[src/rtl/fault_resp_pkg.sv]
// types shared by the fault response and self-test logic
package fault_resp_pkg;
   typedef enum logic [1:0] {MODE_ANALOG, MODE_SENT, MODE_PWM} out_mode_e;
   typedef enum logic [1:0] {ST_IDLE, ST_RUN, ST_DONE} st_state_e;
   typedef struct packed {
      logic hiz;
      logic high;
      logic low;
   } drive_s;
   typedef struct packed {
      logic wr;
      logic rd;
      logic [7:0] addr;
      logic [31:0] wdata;
   } reg_req_s;
   typedef struct packed {
      out_mode_e mode;
      logic digital_fault_hiz_sel;
      logic [1:0] fault_drive_sel;
      logic [1:0] serial_prog_access_sel;
      logic [1:0] fault_hold_sel;
      logic msg_cnt_en;
      logic serial_msg_en;
   } cfg_s;
endpackage

[src/rtl/self_test_engine.sv]
// pattern generator, signature compactor and run timer for the logic self-test
`timescale 1ns/1ps
module self_test_engine #(
   parameter int unsigned RUN_CYCLES = 20000000,
   parameter logic [31:0] SEED = 32'h00000001
) (
   input wire logic clk,
   input wire logic rst_n,
   input wire logic start,
   output logic busy,
   output logic finish,
   output logic [31:0] signature
);
   import fault_resp_pkg::*;

   st_state_e state;
   logic [31:0] lfsr;
   logic [31:0] count;
   logic [31:0] chain_out;

   // stand-in for the scan chain: a fixed nonlinear mix of the pattern
   assign chain_out = (lfsr ^ {lfsr[15:0], lfsr[31:16]}) + {lfsr[7:0], lfsr[31:8]};
   assign busy = (state == ST_RUN);

   always_ff @(posedge clk or negedge rst_n) begin
      if (!rst_n) begin
         state <= ST_IDLE;
         count <= 32'h0;
      end else begin
         case (state)
            ST_IDLE: begin
               if (start) begin
                  state <= ST_RUN;
                  count <= 32'h0;
               end
            end
            ST_RUN: begin
               count <= count + 32'h1;
               if (count == RUN_CYCLES - 1) state <= ST_DONE;
            end
            ST_DONE: state <= ST_IDLE;
            default: state <= ST_IDLE;
         endcase
      end
   end

   assign finish = (state == ST_DONE);

   always_ff @(posedge clk or negedge rst_n) begin
      if (!rst_n) begin
         lfsr <= 32'h00000001;
         signature <= 32'h0;
      end else if (state == ST_IDLE && start) begin
         lfsr <= SEED;
         signature <= 32'h0;
      end else if (state == ST_RUN) begin
         lfsr <= {lfsr[30:0], lfsr[31] ^ lfsr[21] ^ lfsr[1] ^ lfsr[0]};
         signature <= {signature[30:0], signature[31] ^ signature[21] ^ signature[1] ^ signature[0]} ^ chain_out;
      end
   end
endmodule

[config.mk]
export PLATFORM = sky130hd
export DESIGN_NAME = self_test_engine
export DESIGN_NICKNAME = d
export VERILOG_FILES = /design/src/rtl/fault_resp_pkg.sv /design/src/rtl/self_test_engine.sv
export SDC_FILE = /design/constraint.sdc
export NUM_CORES = 1
export LEC_CHECK = 0
export BUFFER_PORTS_ARGS = -buffer_cell sky130_fd_sc_hd__buf_2
export CAP_MARGIN = 5
export CORE_AREA = 5 5 173 134
export CTS_CLUSTER_DIAMETER = 40
export DETAILED_ROUTE_END_ITERATION = 8
export DIE_AREA = 0 0 178 139
export PLACE_DENSITY = 0.45
export SLEW_MARGIN = 5
export SYNTH_ARGS = -nofsm -noshare
export SYNTH_HDL_FRONTEND = slang
export SYNTH_SLANG_ARGS = --single-unit
[constraint.sdc]
create_clock -name clk -period 7.51 [get_ports clk]
set_clock_uncertainty 0.15 [all_clocks]
set_input_delay 1.502 -clock clk [delete_from_list [all_inputs] [get_ports clk]]
set_output_delay 1.502 -clock clk [all_outputs]
set_load 0.05 [all_outputs]
# Word-level counts from Yosys, hierarchy flattened
# Cells that the tools add are included.
dict set report totals {
  ff_bits 98
  inputBits 3
  wordCells 34
  out_inout_bits 34
}
dict set report op_classes {
  add_sub_neg 2
  n_eq_ne 5
  bitwise_logic 8
  n_reduce_logical 6
  n_mux 9
}
# operator count
set op_table {}
lappend op_table {{32-bit two-way mux} 5}
lappend op_table {{32-bit case mux with 2 select lines} 1}
lappend op_table {{32-bit XOR} 2}
lappend op_table {{32-bit by 1-bit adder with 32-bit output, second input constant} 1}
lappend op_table {{32-bit adder} 1}
lappend op_table {{32-bit by 25-bit equality test with 1-bit output, second input constant} 1}
lappend op_table {{1-bit XOR} 6}
lappend op_table {{2-bit two-way mux} 2}
lappend op_table {{2-bit case mux with 2 select lines} 1}
lappend op_table {{2-bit AND reduction} 2}
lappend op_table {{2-bit nonzero test} 2}
lappend op_table {{2-bit by 1-bit equality test with 1-bit output, second input constant} 1}
lappend op_table {{2-bit equality test, second input constant} 1}
lappend op_table {{2-bit zero test} 1}
lappend op_table {{2-bit by 1-bit inequality test with 1-bit output, second input constant} 1}
lappend op_table {{2-bit inequality test, second input constant} 1}
lappend op_table {{1-bit logical AND} 1}

# Longest topological paths before layout
dict set report logic_depth {
  depth_word 6
  ltp_mapped 10
  ltp_nobuf 10
}

# Worst setup path before layout
# No wires, ideal clock.
dict set report synth_timing {
  path_type {register to output}
  from {reg state[1]}
  to {out busy}
  t_required_ns 5.858
  arrival_ns 1.497
  path_buffers 3
  path_slack_ns 4.361
  stages_incl_launch_ff 6
  cell_sequence {dfrtp_1 -> nand2b_1 -> clkbuf_1 -> inv_1 -> buf_6 -> clkbuf_1}
}
dict set report synth_between {
  elab_chain_len 1
}
# item line_no
set synth_rtl {}
lappend synth_rtl {{start: declaration} self_test_engine.sv:16} ;# st_state_e state;
lappend synth_rtl {{start signal: assignment} self_test_engine.sv:27} ;# state <= ST_IDLE;
lappend synth_rtl {{start signal: assignment} self_test_engine.sv:33} ;# state <= ST_RUN;
lappend synth_rtl {{start signal: assignment} self_test_engine.sv:39} ;# if (count == RUN_CYCLES - 1) state <= ST_DONE;
lappend synth_rtl {{2-bit by 1-bit equality test with 1-bit output} self_test_engine.sv:23} ;# assign busy = (state == ST_RUN);
lappend synth_rtl {{end: declaration} self_test_engine.sv:10} ;# output logic busy,
# No other way between the ends.

# Worst setup path after layout
# Same ends and word-level chain as after synthesis.

==> flow_metrics.env <==
export IMPL_status="complete, no violations"
export IMPL_synth_cell_types=65
export IMPL_multi_input_area_mm2=0.00376
export IMPL_setup_violations=0
export IMPL_path_delay_family="buffers and inverters"
export IMPL_dr_pass1_iters=5
export IMPL_final_cell_mix="nand2_1 (140), dfrtp_1 (97), nand3_1 (72)"
export IMPL_port_buffers=36
export IMPL_dieArea_mm2=0.0247
export IMPL_ys_async_sr_fraction=1.00
export IMPL_cts_buffer_depth=2
export IMPL_fmax_ghz=0.267
export IMPL_post_cts_buffers=0
export IMPL_yosysTopAreaCellShare=0.375
export IMPL_worstSetupStartpoint="state[1]"
export IMPL_ios=37
export IMPL_cp_slowest_stage_delay_ps=650
export IMPL_drive_above_1_share=0.0952
export IMPL_syn_nets=792
export IMPL_grt_pass1_wl_um=30600
export IMPL_critPathSlowestCell="buf_4"
export IMPL_synth_compound_area_share=0.166
export IMPL_sw_frac_of_total=0.228
export IMPL_r2r_cells=9
export IMPL_syn2layout_area_growth_pct=10.2
export IMPL_synth_simple_area_share=0.220
export IMPL_grt_max_degree=77
export IMPL_setup_tns_ps=0
export IMPL_cts_sinks=98
export IMPL_finalCriticalPeriod_ps=3740
export IMPL_wire_per_inst_um=17.7
export IMPL_worstSetupPathType="reg2out"
export IMPL_synth_top_family_by_area="simple AND/OR/NAND/NOR gates"
export IMPL_via_per_inst=5.21
export IMPL_period_share=0.499
export IMPL_clock_power_share=0.480
export IMPL_synth_edf_count=0
export IMPL_fp_dieW_um=178
export IMPL_hp_class="reg2reg"
export IMPL_startpoint_type="flop"
export IMPL_final_net_count=803
export IMPL_max_cap_violations=0
export IMPL_fillerInstances=2230
export IMPL_synth_area_mux_share=0.0124
export IMPL_core_area_mm2=0.0215
export IMPL_h_tree_depth=3
export IMPL_crit_fanout=76
export IMPL_regArea_mm2=0.00245
export IMPL_cp_end_kind="primary output"
export IMPL_path_depth=4
export IMPL_post_place_ws_ps=4140
export IMPL_yosys_register_bits=98
export IMPL_rows=47
export IMPL_fin_ws_ps=3770
export IMPL_grt_pass1_vias=5275
export IMPL_power_frac_comb=0.011
export IMPL_hold_viol=0
export IMPL_intPower_uw=800
export IMPL_gp_congestion=0.875
export IMPL_num_vias=5533
export IMPL_rsz0062_at_grt="false"
export IMPL_drv_slew=0
export IMPL_ir_drop_v=0.000104
export IMPL_mostFrequentLayoutCell="nand2_1"
export IMPL_diodes=0
export IMPL_antenna_left=0
export IMPL_syn_inst=751
export IMPL_required_ps=5860
export IMPL_crit_path_end="busy"
export IMPL_synth_xor_area_share=0.107
export IMPL_timing_hold_ws_ps=339
export IMPL_hpwl_um=13800
export IMPL_path_clk_slew_ps=70
export IMPL_r2r_start="lfsr[21]"
export IMPL_cts_hold_buf=0
export IMPL_hold_start="count[6]"
export IMPL_routed_wl_um=18800
export IMPL_leakagePower_uw=0.00302
export IMPL_cts_tree="yes"
export IMPL_clk_insertion_delay_late_ps=360
export IMPL_cts_resized=0
export IMPL_synthFlopType="dfrtp_1"
export IMPL_grt_total_usage=0.155
export IMPL_max_slew_margin=0.399
export IMPL_synth_area_mm2=0.00647
export IMPL_path_cells="nand2b_2 -> buf_4 -> inv_1 -> buf_2"
export IMPL_power_density_mw_per_mm2=145
export IMPL_antenna_found_initial=0
export IMPL_drcViolationCount=0
export IMPL_drt_iter0_markers=363
export IMPL_synth_area_per_cell_um2=8.62
export IMPL_overflow=0
export IMPL_r2r_slack_ps=4200
export IMPL_switchingPower_uw=236
export IMPL_worst_pin_slew_ps=894
export IMPL_start_util=0.302
export IMPL_yosysWarnings=0
export IMPL_critPathArrivalTime_ps=2090
export IMPL_seq_power_share=0.509
export IMPL_worstReg2RegEnd="signature[30]"
export IMPL_numCtsBuffers=9
export IMPL_ys_seq_area_frac=0.379
export IMPL_cts_root_buffer="clkbuf_16"
export IMPL_synth_adder_area_share=0.0746
export IMPL_synth_top_cell_by_area="dfrtp_1"
export IMPL_synth_area_leaders="dfrtp_1 (38%), nand2_1 (8.2%), ha_1 (7.2%), xnor2_1 (6.5%), nand3_1 (5.6%)"
export IMPL_die_y_um=139
export IMPL_cp_num_buf_inv=3
metrics by stage:
step	total power [uW]	cell area [um2]	utilization	cells
floorplan	538	6470	-	751
global placement	550	6820	0.318	1045
detailed placement	551	6820	0.318	1045
CTS	1050	7130	0.332	1061
global route	1070	7130	0.332	1061
finish	1040	7130	0.332	1061
worst min-delay path by stage:
stage                            to  slack, ps  depth (start not counted)
after global placement    count[31]        310                          1
after floorplan           count[31]        300                          1
after CTS                  count[6]        340                          1
after global routing      count[31]        370                          1
after detailed placement   count[6]        330                          1
final                      count[6]        340                          1
registers in the layout, indices dropped and copies added (netlist names):
signal	flops
count	32
lfsr	32
signature	32
state	2
logic make-up (layout without fill, tap and decap cells):
family | Yosys count | after routing
buffers and inverters | 46 | 62
and+or+nand+nor | 307 | 307
AOI/OAI and AO/OA | 175 | 175
muxes | 8 | 8
DFF | 98 | 98
xor gates and xnor gates | 79 | 79
adders and majority gates | 38 | 38
layout make-up:
type                       count  area share
multi-input combinational    607       0.527
sequential                    98       0.344
clock inverter                 6      0.0100
clock buffer                  10      0.0335
inverter                       5     0.00263
timing repair buffer          41      0.0309
tap                          294      0.0516
worst register-to-register path, delay by kind of cell, from the launching register on:
family | cells | cell delay, ps
compound gates | 3 | 510
simple gates | 3 | 1040
xor+xnor | 2 | 590
flops | 1 | 500
fa+ha+maj | 1 | 350
layer usage:
layer,vias to the layer above,GRT usage,wire [um]
li1,2702,-,-
met1,2680,0.247,9780
met2,139,0.217,7830
met3,12,0.0267,1000
met4,0,0.0342,189
met5,-,0,0
power groups by stage:
stage / clock [uW] / combinational (uW) / sequential (uW)
after floorplan: 0 / 0.0140 / 538
after global placement: 0 / 12.7 / 538
after detailed placement: 0 / 12.8 / 538
after CTS: 513 / 12.9 / 527
after global routing: 529 / 14.6 / 527
final: 497 / 11.7 / 527
synthesized netlist by cell type, types with 10 or more instances:
| cell | number |
|---|---|
| nand3_1 | 72 |
| o31ai_1 | 10 |
| clkbuf_1 | 21 |
| and3_1 | 10 |
| ha_1 | 37 |
| nand4_1 | 14 |
| dfrtp_1 | 97 |
| xor2_1 | 31 |
| xnor2_1 | 48 |
| o211ai_1 | 10 |
| nor2_1 | 27 |
| o21ai_0 | 68 |
| nor3_1 | 11 |
| nand2_1 | 141 |
| a21oi_1 | 39 |
Note: power is estimated with default switching activity, not from simulation.
